$ cat src/verilog/pwmcr_map.vh
`ifndef PWMCR_MAP_VH
`define PWMCR_MAP_VH

// ---------------------------------------------------------------
// register offsets (4-bit register address)
// ---------------------------------------------------------------
`define PWMCR_ADDR_W 4
`define PWMCR_CH_STRIDE 4'h4
`define PWMCR_OFF_CTRL 2'h0
`define PWMCR_OFF_DCH 2'h1
`define PWMCR_OFF_DCL 2'h2
`define PWMCR_ADDR_PERIOD 4'h8
`define PWMCR_ADDR_TIMER 4'h9
`define PWMCR_ADDR_TCTRL 4'hA

// ---------------------------------------------------------------
// field positions
// ---------------------------------------------------------------
`define PWMCR_BIT_ON 7
`define PWMCR_BIT_LEVEL 5
`define PWMCR_BIT_POL 4
`define PWMCR_BIT_TON 7
`define PWMCR_DCL_HI 7
`define PWMCR_DCL_LO 6

// ---------------------------------------------------------------
// widths and reset values
// ---------------------------------------------------------------
`define PWMCR_DATA_W 8
`define PWMCR_DUTY_W 10
`define PWMCR_CHANNELS 2
`define PWMCR_PERIOD_RST 8'hFF
`define PWMCR_TIMER_RST 8'h00
`define PWMCR_PHASE_LAST 2'h3
`define PWMCR_ZERO8 8'h00

`endif

$ cat src/verilog/pwmcr_chan.v
`include "pwmcr_map.vh"

module pwmcr_chan (
  input wire clk_in,
  input wire srst_in,
  input wire wr_ctrl_in,
  input wire wr_dch_in,
  input wire wr_dcl_in,
  input wire [7:0] wdata_in,
  input wire period_match_in,
  input wire [9:0] time_base_in,
  input wire [7:0] period_in,
  output wire [7:0] ctrl_rd_out,
  output wire [7:0] dch_rd_out,
  output wire [7:0] dcl_rd_out,
  output reg pin_out
);

  // ---------------------------------------------------------------
  // control and duty registers
  // ---------------------------------------------------------------
  reg module_on_bit;
  reg output_polarity_select;
  reg [9:0] duty_cycle_value;
  reg [9:0] duty_latched;
  reg active;
  reg next_active;
  reg next_pin;
  wire [9:0] period_end;
  wire overlong;
  wire [10:0] next_tb;

  always @(posedge clk_in) begin
    if (srst_in) begin
      module_on_bit <= 1'b0;
      output_polarity_select <= 1'b0;
    end else if (wr_ctrl_in) begin
      module_on_bit <= wdata_in[`PWMCR_BIT_ON];
      output_polarity_select <= wdata_in[`PWMCR_BIT_POL];
    end
  end

  // duty bits have no reset: undefined at power-up, kept across resets
  always @(posedge clk_in) begin
    if (wr_dch_in) begin
      duty_cycle_value[9:2] <= wdata_in;
    end
    if (wr_dcl_in) begin
      duty_cycle_value[1:0] <= wdata_in[`PWMCR_DCL_HI:`PWMCR_DCL_LO];
    end
    if (period_match_in) begin
      duty_latched <= duty_cycle_value;
    end
  end

  // ---------------------------------------------------------------
  // waveform
  // ---------------------------------------------------------------
  assign period_end = {period_in, `PWMCR_PHASE_LAST};
  assign overlong = (duty_latched > period_end);
  // pin is registered, so decide on the time base of the coming cycle
  assign next_tb = {1'b0, time_base_in} + 11'h001;

  always @* begin
    next_active = active;
    if (period_match_in) begin
      next_active = (duty_cycle_value != 10'h000);
    end else if (active && !overlong && (next_tb >= {1'b0, duty_latched})) begin
      next_active = 1'b0;
    end
    if (module_on_bit) begin
      next_pin = next_active ^ output_polarity_select;
    end else begin
      next_pin = output_polarity_select;
    end
  end

  always @(posedge clk_in) begin
    if (srst_in) begin
      active <= 1'b0;
      pin_out <= 1'b0;
    end else begin
      active <= next_active;
      pin_out <= next_pin;
    end
  end

  // ---------------------------------------------------------------
  // read views, unused bits zero
  // ---------------------------------------------------------------
  assign ctrl_rd_out = {module_on_bit, 1'b0, pin_out, output_polarity_select, 4'h0};
  assign dch_rd_out = duty_cycle_value[9:2];
  assign dcl_rd_out = {duty_cycle_value[1:0], 6'h00};

endmodule // pwmcr_chan

$ cat src/verilog/pwmcr_top.v
`include "pwmcr_map.vh"

module pwmcr_top (
  input wire CLK_SYS_IN,
  input wire SRST_IN,
  input wire [3:0] REG_ADDR_IN,
  input wire [7:0] REG_WDATA_IN,
  input wire REG_WR_IN,
  input wire REG_RD_IN,
  output reg [7:0] REG_RDATA_OUT,
  output wire [1:0] MODULATED_OUTPUT_PIN_OUT
);

  // ---------------------------------------------------------------
  // declarations
  // ---------------------------------------------------------------
  reg timer_on;
  reg [7:0] period_register;
  reg [7:0] time_base_counter;
  reg [1:0] clock_phase;
  reg [7:0] next_rdata;
  wire phase_wrap;
  wire period_match;
  wire [9:0] time_base;
  wire [15:0] ctrl_rd_bus;
  wire [15:0] dch_rd_bus;
  wire [15:0] dcl_rd_bus;
  wire [1:0] ch_sel;
  wire [1:0] ch_off;
  wire ch_hit;

  // ---------------------------------------------------------------
  // address split
  // ---------------------------------------------------------------
  assign ch_sel = REG_ADDR_IN[3:2];
  assign ch_off = REG_ADDR_IN[1:0];
  assign ch_hit = (REG_ADDR_IN[3] == 1'b0);

  // ---------------------------------------------------------------
  // timer control and period registers
  // ---------------------------------------------------------------
  always @(posedge CLK_SYS_IN) begin
    if (SRST_IN) begin
      timer_on <= 1'b0;
      period_register <= `PWMCR_PERIOD_RST;
    end else if (REG_WR_IN) begin
      if (REG_ADDR_IN == `PWMCR_ADDR_PERIOD) begin
        period_register <= REG_WDATA_IN;
      end else if (REG_ADDR_IN == `PWMCR_ADDR_TCTRL) begin
        timer_on <= REG_WDATA_IN[`PWMCR_BIT_TON];
      end
    end
  end

  // ---------------------------------------------------------------
  // time base: 8-bit count plus two clock phase bits
  // ---------------------------------------------------------------
  assign phase_wrap = timer_on && (clock_phase == `PWMCR_PHASE_LAST);
  assign period_match = phase_wrap && (time_base_counter == period_register);
  assign time_base = {time_base_counter, clock_phase};

  always @(posedge CLK_SYS_IN) begin
    if (SRST_IN) begin
      clock_phase <= 2'h0;
      time_base_counter <= `PWMCR_TIMER_RST;
    end else if (timer_on) begin
      clock_phase <= clock_phase + 2'h1;
      if (period_match) begin
        time_base_counter <= `PWMCR_TIMER_RST;
      end else if (phase_wrap) begin
        time_base_counter <= time_base_counter + 8'h01;
      end
    end
  end

  // ---------------------------------------------------------------
  // modulator channels
  // ---------------------------------------------------------------
  genvar gi;
  generate
    for (gi = 0; gi < `PWMCR_CHANNELS; gi = gi + 1) begin : g_chan
      localparam [1:0] CH_IDX = gi;
      wire sel;
      assign sel = REG_WR_IN && ch_hit && (ch_sel == CH_IDX);
      pwmcr_chan u_chan (
        .clk_in(CLK_SYS_IN),
        .srst_in(SRST_IN),
        .wr_ctrl_in(sel && (ch_off == `PWMCR_OFF_CTRL)),
        .wr_dch_in(sel && (ch_off == `PWMCR_OFF_DCH)),
        .wr_dcl_in(sel && (ch_off == `PWMCR_OFF_DCL)),
        .wdata_in(REG_WDATA_IN),
        .period_match_in(period_match),
        .time_base_in(time_base),
        .period_in(period_register),
        .ctrl_rd_out(ctrl_rd_bus[gi*8 +: 8]),
        .dch_rd_out(dch_rd_bus[gi*8 +: 8]),
        .dcl_rd_out(dcl_rd_bus[gi*8 +: 8]),
        .pin_out(MODULATED_OUTPUT_PIN_OUT[gi])
      );
    end
  endgenerate

  // ---------------------------------------------------------------
  // read decode, data one cycle after the strobe
  // ---------------------------------------------------------------
  always @* begin
    next_rdata = `PWMCR_ZERO8;
    if (ch_hit && (ch_off == `PWMCR_OFF_CTRL)) begin
      next_rdata = ctrl_rd_bus[ch_sel[0]*8 +: 8];
    end else if (ch_hit && (ch_off == `PWMCR_OFF_DCH)) begin
      next_rdata = dch_rd_bus[ch_sel[0]*8 +: 8];
    end else if (ch_hit && (ch_off == `PWMCR_OFF_DCL)) begin
      next_rdata = dcl_rd_bus[ch_sel[0]*8 +: 8];
    end else if (REG_ADDR_IN == `PWMCR_ADDR_PERIOD) begin
      next_rdata = period_register;
    end else if (REG_ADDR_IN == `PWMCR_ADDR_TIMER) begin
      next_rdata = time_base_counter;
    end else if (REG_ADDR_IN == `PWMCR_ADDR_TCTRL) begin
      next_rdata = {timer_on, 7'h00};
    end else begin
      next_rdata = `PWMCR_ZERO8;
    end
  end

  always @(posedge CLK_SYS_IN) begin
    if (SRST_IN) begin
      REG_RDATA_OUT <= `PWMCR_ZERO8;
    end else if (REG_RD_IN) begin
      REG_RDATA_OUT <= next_rdata;
    end else begin
      REG_RDATA_OUT <= `PWMCR_ZERO8;
    end
  end

endmodule // pwmcr_top

$ cat config.mk
export PLATFORM = sky130hd
export DESIGN_NAME = pwmcr_top
export DESIGN_NICKNAME = d
export VERILOG_FILES = /design/src/verilog/pwmcr_chan.v /design/src/verilog/pwmcr_top.v
export VERILOG_INCLUDE_DIRS = /design/src /design/src/verilog
export SDC_FILE = /design/constraint.sdc
export NUM_CORES = 1
export LEC_CHECK = 0
export ABC_AREA = 1
export ABC_CLOCK_PERIOD_IN_PS = 10500
export BUFFER_PORTS_ARGS = -buffer_cell sky130_fd_sc_hd__buf_4
export CAP_MARGIN = 20
export CORE_UTILIZATION = 45
export CTS_BUF_LIST = sky130_fd_sc_hd__clkbuf_2
export CTS_CLUSTER_DIAMETER = 120
export DETAILED_ROUTE_END_ITERATION = 8
export MAX_ROUTING_LAYER = met4
export PLACE_DENSITY_LB_ADDON = 0.15
export SLEW_MARGIN = 20
export SYNTH_ARGS = -nofsm -noshare
export SYNTH_HDL_FRONTEND = slang
export SYNTH_HIERARCHICAL = 1
export SYNTH_SLANG_ARGS = --single-unit
$ cat constraint.sdc
create_clock -name CLK_SYS_IN -period 10.5 [get_ports CLK_SYS_IN]
set_input_delay 1.05 -clock CLK_SYS_IN [delete_from_list [all_inputs] [get_ports CLK_SYS_IN]]
set_output_delay 1.05 -clock CLK_SYS_IN [all_outputs]
set_load 0.01 [all_outputs]
==> impl_metrics.ini, run 1 <==
[final_layout]
final_area_um2 = 5290
nNetsFinal = 707
final_cell_count_no_fill = 796
drive_gt1_frac = 0.122
area_delta_synth_final_pct = 6.17
diodes = 0

[place]
portBuffers = 25
dp_slack_ns = 7.87
place_inst = 780
place_area_um2 = 5160
globalplace.congestion = 0.935
hpwl_mm = 9.53

[clock_tree]
cts_setup_buffers = 0
cts_tree = done
holdBufCountCts = 0
clockBufferDepth = 2
cts_buffers = 9
cts.sinks = 75
cts-root-buf = clkbuf_2
clock_latency_ns = 0.53
path_clk_slew_ns = 0.20
h-tree-depth = 3
cts_resized = 0

[floorplanning]
die-area_um2 = 11500
pin_count = 26
core_um2 = 10800
die_w_um = 107
start_util = 0.460
die_h_um = 107
num_rows = 38

[job]
cap_violations = 0

[grt]
gr-total-overflow = 0
antenna_found_initial = 0
grt_max_degree = 28
grt_use_total = 0.240
grt_pass1_wl_mm = 20.0
grt_pass1_vias = 3962

[worst_setup_path]
cp-start-kind = register
r2r_start = clock_phase[0]$_SDFFE_PP0P_
critPathLaunch = clock_phase[0]$_SDFFE_PP0P_
crit_required_ns = 10.93
critPathMaxFanout = 8
worstSetupEndpointType = register
cp.arrival_ns = 3.01
critPathKind = register to register

[sta]
layout_worst_path_cycle_share = 0.246
hold_viol = 0
skew_ns = 0.0207
drv_slew = 0
layout_setup_ws_ns = 7.92
hold_ws_ns = 0.511
rsz0062_at_grt = no
min_period_ns = 2.58
max-slew-margin-rel = 0.508
setup_viol = 0
fmax_ghz = 0.388
setup_tns_ns = 0
tightestPinTransition_ns = 0.736

[logic_synthesis]
ys_seq_area_frac = 0.381
synth_flop_cell = edfxtp_1
synth_edf_count = 40
synth.distinct_cells = 38
syn_area_per_cell_um2 = 7.93
synthAdderAreaFrac = 0.100
postSynthCellCount = 629
synth_mux_area_frac = 0
synth_top_family_by_area = simple AND/OR/NAND/NOR gates
synth_seq_cells = 75
synthSimpleGateAreaFrac = 0.248
synth_area_um2 = 4990
async_reset_ff_frac = 0
synth_xor_area_frac = 0.0351
ys_warn_count = 6
synth_compound_area_frac = 0.102

[detailed_routing]
drt_iter0_markers = 219
via_per_inst = 5.00
ant_nets = 0
wl_mm = 12.2
vias = 3983
dr.pass1.iters = 4
wire_per_inst_um = 15.3
drcViolationCount = 0

[power]
cellPowerDensity_nw_per_um2 = 101
p_leak_uw = 0.00262
vdd_drop_max_uv = 80.4

[status]
status = completed

[min_path]
holdCritStartpoint = g_chan[1].u_chan/duty_cycle_value[0]$_DFFE_PP_
hp-class = register to register
-- Yosys cell counts (5+ instances only) --
master    number  area, um^2
dfxtp_1       35         701
edfxtp_1      40        1200
o31ai_1        7        52.6
o211ai_1      21         158
a21oi_1       20         100
nand3_2        5        50.1
xor2_1        14         123
nand2_2       10        62.6
nand4_1       10        62.6
xnor2_1        6        52.6
o21ai_0       18        90.1
nand3_1        9        45.0
or2_2          6        37.5
ha_1          40         500
nand2_1      127         477
nor2_1        95         357
inv_1         96         360
buf_4         31         233
-- cell type report --
type | instances | area [um^2]
Clock buffer | 10 | 50.0
Clock inverter | 6 | 80.1
Fill cell | 1092 | 5550
Inverter | 100 | 383
Multi-Input combinational cell | 439 | 2510
Sequential cell | 75 | 1900
Tap cell | 140 | 175
Timing Repair Buffer | 26 | 195
-- power breakdown --
group / internal [uW] / switching, uW
sequential: 312 / 4.39
clock: 77.8 / 101
combinational: 15.2 / 27.1
total: 405 / 132
-- final timing paths --
path | end | slack, ns | cells past startpoint
worst max-delay path | g_chan[0].u_chan/pin_out$_SDFF_PP0_ | 7.92 | 21
worst min-delay path | g_chan[1].u_chan/duty_latched[0]$_DFFE_PP_ | 0.51 | 0
worst max register to register | g_chan[0].u_chan/pin_out$_SDFF_PP0_ | 7.92 | 21
worst min register to register | g_chan[1].u_chan/duty_latched[0]$_DFFE_PP_ | 0.51 | 0
-- per-layer routing --
layer / GRT usage / up-vias / routed length (um)
li1: - / 2027 / -
met3: 0.0315 / 18 / 454
met1: 0.285 / 1853 / 5430
met4: 0.0959 / 0 / 251
met5: - / - / 0
met2: 0.414 / 85 / 6050
-- logic make-up after synthesis --
| logic type | count (synthesis) |
|---|---|
| compound gates | 75 |
| xor+xnor | 20 |
| fa+ha+maj | 40 |
| buf+inv | 135 |
| flops | 75 |
| other cells | 2 |
| simple gates | 282 |
-- worst max-delay path, stage by stage (launching register included) --
cell	delay, ns
dfxtp_1	0.54
ha_1	0.26
nand3_2	0.12
inv_1	0.08
nand3_1	0.07
xor2_1	0.15
inv_1	0.06
ha_1	0.29
nand2_1	0.09
inv_1	0.04
a21oi_1	0.13
nand2_1	0.06
nand2_1	0.05
nand2_1	0.05
nand2_1	0.05
nand2_1	0.05
nand2_1	0.07
nand2_2	0.07
nand2_2	0.09
nand3_2	0.06
nand2_1	0.06
nor2_1	0.04
-- layout by cell type, fill, tap and decap left out, drive strengths merged --
| cell | instances |
|---|---|
| nand2 | 138 |
| inv | 99 |
| nor2 | 99 |
| ha | 40 |
| edfxtp | 40 |
| dfxtp | 35 |
| buf | 26 |
| o211ai | 24 |
| conb | 22 |
| a21oi | 20 |
| o21ai | 20 |
| xor2 | 14 |
| nand3 | 14 |
| nand4 | 10 |
| clkbuf | 10 |
| or2 | 9 |
| o31ai | 7 |
| xnor2 | 6 |
| nor3 | 4 |
| nor4 | 4 |
| clkinv | 4 |
| bufinv | 2 |
| nand3b | 2 |
| o21a | 2 |
| o21bai | 2 |
| or4 | 2 |
| clkinvlp | 1 |
-- per-stage QoR --
stage | total power [uW] | utilization
CTS | 541 | 0.488
detailed placement | 365 | 0.476
global route | 558 | 0.488
floorplan | 353 | -
global placement | 364 | 0.476
finish | 537 | 0.488
-- sequential cells by signal, summed over array words and instances (netlist names) --
name / count
g_chan.u_chan/module_on_bit: 2
clock_phase: 2
REG_RDATA_OUT: 8
period_register: 8
time_base_counter: 8
timer_on: 1
g_chan.u_chan/pin_out: 2
g_chan.u_chan/duty_cycle_value: 20
g_chan.u_chan/duty_latched: 20
g_chan.u_chan/output_polarity_select: 2
g_chan.u_chan/active: 2
(Power assumes the default switching activity.)
==> inputs of run 2 (changes only) <==
--- a/config.mk
+++ b/config.mk
@@ -6,8 +6,8 @@
 export SDC_FILE = /design/constraint.sdc
 export NUM_CORES = 1
 export LEC_CHECK = 0
-export ABC_AREA = 1
-export ABC_CLOCK_PERIOD_IN_PS = 10500
+export ABC_AREA = 0
+export ABC_CLOCK_PERIOD_IN_PS = 2400
 export BUFFER_PORTS_ARGS = -buffer_cell sky130_fd_sc_hd__buf_4
 export CAP_MARGIN = 20
 export CORE_UTILIZATION = 45
==> constraint.sdc (replaced) <==
create_clock -name CLK_SYS_IN -period 2.4 [get_ports CLK_SYS_IN]
set_input_delay 0.24 -clock CLK_SYS_IN [delete_from_list [all_inputs] [get_ports CLK_SYS_IN]]
set_output_delay 0.24 -clock CLK_SYS_IN [all_outputs]
set_load 0.01 [all_outputs]
==> impl_metrics.ini, run 2 <==
[grt]
grt_use_total = 0.239
gr-total-overflow = 0
antenna_found_initial = 0
grt_max_degree = 32
grt_pass1_wl_mm = 19.1
grt_pass1_vias = 3638

[worst_setup_path]
r2r.worst_path.cells = 11
worst_path_max_delay_cell = dfxtp_4
reg2reg_to = g_chan[0].u_chan/pin_out$_SDFF_PP0_
crit_required_ns = 2.85
worstSetupEndpointType = register
critPathKind = register to register
critPathMaxFanout = 7
cp_cell_sequence = ha_4 -> nand3_4 -> nor2_4 -> nand3_2 -> xnor2_1 -> ha_2 -> o21a_1 -> o21ai_0 -> o21ai_2 -> a21oi_2 -> mux2_4
crit_family = compound AO/OA/AOI/OAI gates
r2r_start = clock_phase[0]$_SDFFE_PP0P_
ff2ff_setup_slack_ns = 0.05
cp-start-kind = register
cp_slowest_stage_delay_ns = 0.46
cp.arrival_ns = 2.79
crit_buf_inv = 0

[detailed_routing]
dr.pass1.iters = 5
via_per_inst = 5.35
drt_iter0_markers = 162
ant_nets = 0
vias = 3666
drcViolationCount = 0
wire_per_inst_um = 18.0
wl_mm = 12.3

[sta]
fmax_ghz = 0.426
tightestPinTransition_ns = 0.715
max-slew-margin-rel = 0.522
hold_ws_ns = 0.0957
layout_worst_path_cycle_share = 0.977
min_period_ns = 2.35
setup_viol = 0
skew_ns = 0.0417
rsz0062_at_grt = yes
drv_slew = 0
hold_viol = 0

[final_layout]
final_common_cell = buf_4
seq_area_um2 = 1930
num-fill-cells = 975
drive_gt1_frac = 0.245
layout_common_cells = buf_4, edfxtp_1, inv_1, ha_1, mux2i_1
area_delta_synth_final_pct = 17.0
multi_input_area_um2 = 2620
nNetsFinal = 599
postLayoutCoreUtil = 0.539
top_regs = g_chan.u_chan/duty_cycle_value (20), g_chan.u_chan/duty_latched (20)

[power]
switching_share = 0.269
clockPowerShare = 0.273
switchingPower_uw = 581
seq_power_share = 0.634
pwr-share-comb = 0.093
p_int_uw = 1580
cellPowerDensity_nw_per_um2 = 390
vdd_drop_max_uv = 317
p_leak_uw = 0.00248

[floorplanning]
start_util = 0.460
die_w_um = 105
num_rows = 37
die-area_um2 = 10900
die_h_um = 105
core_um2 = 10300
pin_count = 26

[clock_tree]
clockBufferDepth = 2
path_clk_slew_ns = 0.22
cts_tree = done
h-tree-depth = 3
cts.sinks = 75
clock_latency_ns = 0.52
cts-root-buf = clkbuf_2
cts_buffers = 9

[place]
hpwl_mm = 9.41
portBuffers = 25
globalplace.congestion = 0.858

[logic_synthesis]
synth_commonest_cells = edfxtp_1, ha_1, inv_1, mux2i_1, dfxtp_1
yosysTopAreaCell = edfxtp_1
postSynthCellCount = 480
yosys-top-cells-area = edfxtp_1, dfxtp_1, ha_1, mux2i_1, buf_4
ys_warn_count = 6
synth_edf_count = 40
async_reset_ff_frac = 0
synth_seq_cells = 75
synth.distinct_cells = 50
synth_flop_cell = edfxtp_1
syn_area_per_cell_um2 = 9.86
synthDominantCellAreaShare = 0.254
synth_area_um2 = 4730
ys_seq_area_frac = 0.402

[min_path]
hp-class = input port to register
worstHoldPathCells = 2
holdCritStartpoint = SRST_IN
min_to = g_chan[1].u_chan/module_on_bit$_SDFFE_PP0P_

[job]
cap_violations = 0

[status]
status = completed
-- run 2: cell types whose count changed in the layout (fill, tap and decap cells not counted), sizes merged, moves of 8 or more --
cell         before  now
xnor2             6   23
or2               9    0
a211oi            0   11
nand2           138   36
mux2i             0   36
o211ai           24    2
buf              26   67
nor2             99   30
nand3b            2   10
dlygate4sd3       0    8
nor3              4   15
inv              99   39
-- run 2: cell families after synthesis --
| family | count (synthesis) | synth area share |
|---|---|---|
| AO/OA/AOI/OAI | 78 | 0.109 |
| buffers and inverters | 80 | 0.0936 |
| adder cells (fa/ha/maj) | 40 | 0.106 |
| other | 2 | 0.00159 |
| multiplexers | 39 | 0.0849 |
| AND/OR/NAND/NOR | 135 | 0.145 |
| flip-flops | 75 | 0.402 |
| XOR/XNOR | 31 | 0.0574 |
-- run 2: final cells by class --
| class | count | share of cell area |
|---|---|---|
| tap | 136 | 0.0307 |
| clock buffer | 10 | 0.00904 |
| antenna | 1 | 0.000452 |
| sequential | 75 | 0.349 |
| clock inverter | 6 | 0.00588 |
| multi-input combinational | 345 | 0.474 |
| inverter | 37 | 0.0251 |
| timing repair buffer | 75 | 0.106 |
-- run 2: through the flow --
step / power [uW] / instances / worst slack, ns / area (um^2) / setup TNS, ns
after global placement: 1590 / 651 / 0.0388 / 5160 / 0
after CTS: 2170 / 675 / 0.00100 / 5330 / 0
after floorplan: 1540 / 500 / -0.166 / 4870 / -0.324
after global routing: 2240 / 684 / -0.0905 / 5530 / -0.130
final: 2160 / 685 / 0.0546 / 5540 / 0
after detailed placement: 1590 / 651 / -0.0348 / 5160 / -0.0486
-- run 2: worst max-delay path by stage --
stage                                            from                                  end  slack [ns]  depth (start not counted)
global route              clock_phase[0]$_SDFFE_PP0P_  g_chan[0].u_chan/pin_out$_SDFF_PP0_       -0.09                         11
floorplan           time_base_counter[0]$_SDFFE_PP0P_  g_chan[0].u_chan/pin_out$_SDFF_PP0_       -0.17                          9
finish                    clock_phase[0]$_SDFFE_PP0P_  g_chan[0].u_chan/pin_out$_SDFF_PP0_        0.05                         11
detailed placement        clock_phase[1]$_SDFFE_PP0P_  g_chan[0].u_chan/pin_out$_SDFF_PP0_       -0.03                         12
CTS                       clock_phase[0]$_SDFFE_PP0P_  g_chan[0].u_chan/pin_out$_SDFF_PP0_       0.001                         12
global placement          clock_phase[1]$_SDFFE_PP0P_  g_chan[0].u_chan/pin_out$_SDFF_PP0_        0.04                         12
-- run 2: routing by layer --
metal / GRT usage / part of all wire / up-vias
li1: - / - / 1788
met1: 0.315 / 0.47 / 1768
met2: 0.368 / 0.47 / 84
met3: 0.0343 / 0.035 / 26
met4: 0.103 / 0.029 / 0
met5: - / 0 / -
-- run 2: power by group through the flow --
stage               sequential (uW)  combinational [uW]  clock [uW]
finish                         1370                 202         589
global route                   1370                 220         646
CTS                            1370                 199         596
detailed placement             1400                 188           0
global placement               1400                 186           0
floorplan                      1400                 147           0
-- run 2: repair_timing --
item | 4_1_cts | 5_1_grt
endpoints found under the setup margin | 2 | 4
resized for setup | 2 | 30
endpoints found under the hold margin | 26 | 0
hold buffers | 8 | 0
buffers inserted | 0 | 9
pin swaps | 0 | 14
==> inputs of run 3 (changes only) <==
--- a/config.mk
+++ b/config.mk
@@ -7,7 +7,7 @@
 export NUM_CORES = 1
 export LEC_CHECK = 0
 export ABC_AREA = 0
-export ABC_CLOCK_PERIOD_IN_PS = 2400
+export ABC_CLOCK_PERIOD_IN_PS = 2800
 export BUFFER_PORTS_ARGS = -buffer_cell sky130_fd_sc_hd__buf_4
 export CAP_MARGIN = 20
 export CORE_UTILIZATION = 45
==> constraint.sdc (replaced) <==
create_clock -name CLK_SYS_IN -period 2.8 [get_ports CLK_SYS_IN]
set_input_delay 0.28 -clock CLK_SYS_IN [delete_from_list [all_inputs] [get_ports CLK_SYS_IN]]
set_output_delay 0.28 -clock CLK_SYS_IN [all_outputs]
set_load 0.01 [all_outputs]
==> impl_metrics.ini, run 3 (synthesis gave the netlist of run 2 again) <==
[status]
status = completed

[place]
hpwl_mm = 9.00
dp_slack_ns = 0.201
globalplace.congestion = 0.833
portBuffers = 25

[clock_tree]
path_clk_slew_ns = 0.21
h-tree-depth = 3
clockBufferDepth = 2
cts-root-buf = clkbuf_2
cts_buffers = 9
cts_tree = done
cts_setup_buffers = 0
cts.sinks = 75
clock_latency_ns = 0.53

[detailed_routing]
ant_nets = 0
via_per_inst = 5.32
drt_iter0_markers = 183
vias = 3539
wire_per_inst_um = 17.4
wl_mm = 11.6
dr.pass1.iters = 4
drcViolationCount = 0

[job]
cap_violations = 0

[power]
pwr-share-comb = 0.088
clockPowerShare = 0.310
seq_power_share = 0.603
p_leak_uw = 0.00237
switching_share = 0.256
switchingPower_uw = 503
cellPowerDensity_nw_per_um2 = 373
vdd_drop_max_uv = 313
p_int_uw = 1460

[sta]
min_period_ns = 2.60
skew_ns = 0.0379
max-slew-margin-rel = 0.377
fmax_ghz = 0.385
layout_worst_path_cycle_share = 0.928
rsz0062_at_grt = no
setup_viol = 0
layout_setup_ws_ns = 0.203
tightestPinTransition_ns = 0.928
setup_tns_ns = 0
drv_slew = 0
hold_viol = 0

[final_layout]
area_delta_synth_final_pct = 11.0
diodes = 0
top_regs = g_chan.u_chan/duty_cycle_value (20), g_chan.u_chan/duty_latched (20)
nNetsFinal = 580
postLayoutCoreUtil = 0.511
layout_common_cells = buf_4, ha_1, edfxtp_1
drive_gt1_frac = 0.157
final_common_cell = buf_4
num-fill-cells = 990

[worst_setup_path]
cp.arrival_ns = 3.03
critPathKind = register to register
critPathLaunch = time_base_counter[2]$_SDFFE_PP0P_
worstSetupEndpointType = register
cp-start-kind = register
r2r_start = time_base_counter[2]$_SDFFE_PP0P_
crit_required_ns = 3.23
critPathMaxFanout = 8

[floorplanning]
core_um2 = 10300
pin_count = 26
die_w_um = 105
start_util = 0.460
die-area_um2 = 10900
num_rows = 37
die_h_um = 105

[min_path]
hp-class = input port to register
holdCritStartpoint = SRST_IN

[grt]
grt_pass1_vias = 3538
gr-total-overflow = 0
grt_max_degree = 32
antenna_found_initial = 0
grt_use_total = 0.234
grt_pass1_wl_mm = 18.7
[run 3: cell count changes in the layout (fill, tap and decap cells not counted), sizes merged]
cell | before | now
buf | 67 | 48
bufinv | 0 | 1
clkinv | 3 | 4
clkinvlp | 1 | 0
diode | 1 | 0
inv | 39 | 38
[run 3: through the flow]
| step | area [um^2] | hold WS (ns) | std cells | total power (uW) |
|---|---|---|---|---|
| 2_1_floorplan | 4820 | 0.352 | 500 | 1330 |
| 3_3_place_gp | 5060 | 0.478 | 641 | 1360 |
| 3_5_place_dp | 5060 | 0.480 | 641 | 1370 |
| 4_1_cts | 5250 | 0.0687 | 665 | 1970 |
| 5_1_grt | 5250 | 0.0651 | 665 | 2030 |
| 6_report | 5250 | 0.121 | 665 | 1960 |
[run 3: final timing paths]
kind                                                                        endpoint  slack, ns  cells past startpoint
worst max-delay path                             g_chan[0].u_chan/pin_out$_SDFF_PP0_       0.20                     10
worst min-delay path            g_chan[1].u_chan/output_polarity_select$_SDFFE_PP0P_       0.12                      2
worst max register to register                   g_chan[0].u_chan/pin_out$_SDFF_PP0_       0.20                     10
worst min register to register            g_chan[1].u_chan/duty_latched[2]$_DFFE_PP_       0.54                      0
[run 3: metal layers]
metal  track usage  routed length, um  share of wire
met5             -                  0              0
met4        0.0735                225          0.019
met3        0.0468                726          0.063
met2         0.360               5320           0.46
met1         0.310               5330           0.46
[run 3: cell type report]
type | instances | area (um^2) | area share
Tap cell | 136 | 170 | 0.0324
Timing Repair Buffer | 56 | 453 | 0.0862
Sequential cell | 75 | 1900 | 0.362
Clock buffer | 10 | 50.0 | 0.00953
Clock inverter | 6 | 65.1 | 0.0124
Multi-Input combinational cell | 345 | 2470 | 0.471
Inverter | 37 | 139 | 0.0264
[run 3: power by group through the flow]
stage | clock [uW] | sequential, uW | combinational, uW
final | 607 | 1180 | 172
after global routing | 662 | 1180 | 189
after CTS | 621 | 1180 | 170
after detailed placement | 0 | 1200 | 161
after global placement | 0 | 1200 | 160
after floorplan | 0 | 1200 | 126
[run 3: worst max-delay path, stage by stage (launching register included)]
cell	delay, ns
dfxtp_1	0.60
xnor2_1	0.18
nand4_1	0.23
nor3_4	0.23
buf_4	0.22
inv_1	0.08
a31oi_1	0.28
nand2b_2	0.20
nand2_2	0.06
a21oi_2	0.13
mux2_4	0.31
[run 3: repair_timing]
item                       in CTS  in global routing
hold endpoints to repair       29                  0
setup endpoints to repair       0                  1
resized for setup               0                  1
hold buffers                    8                  0
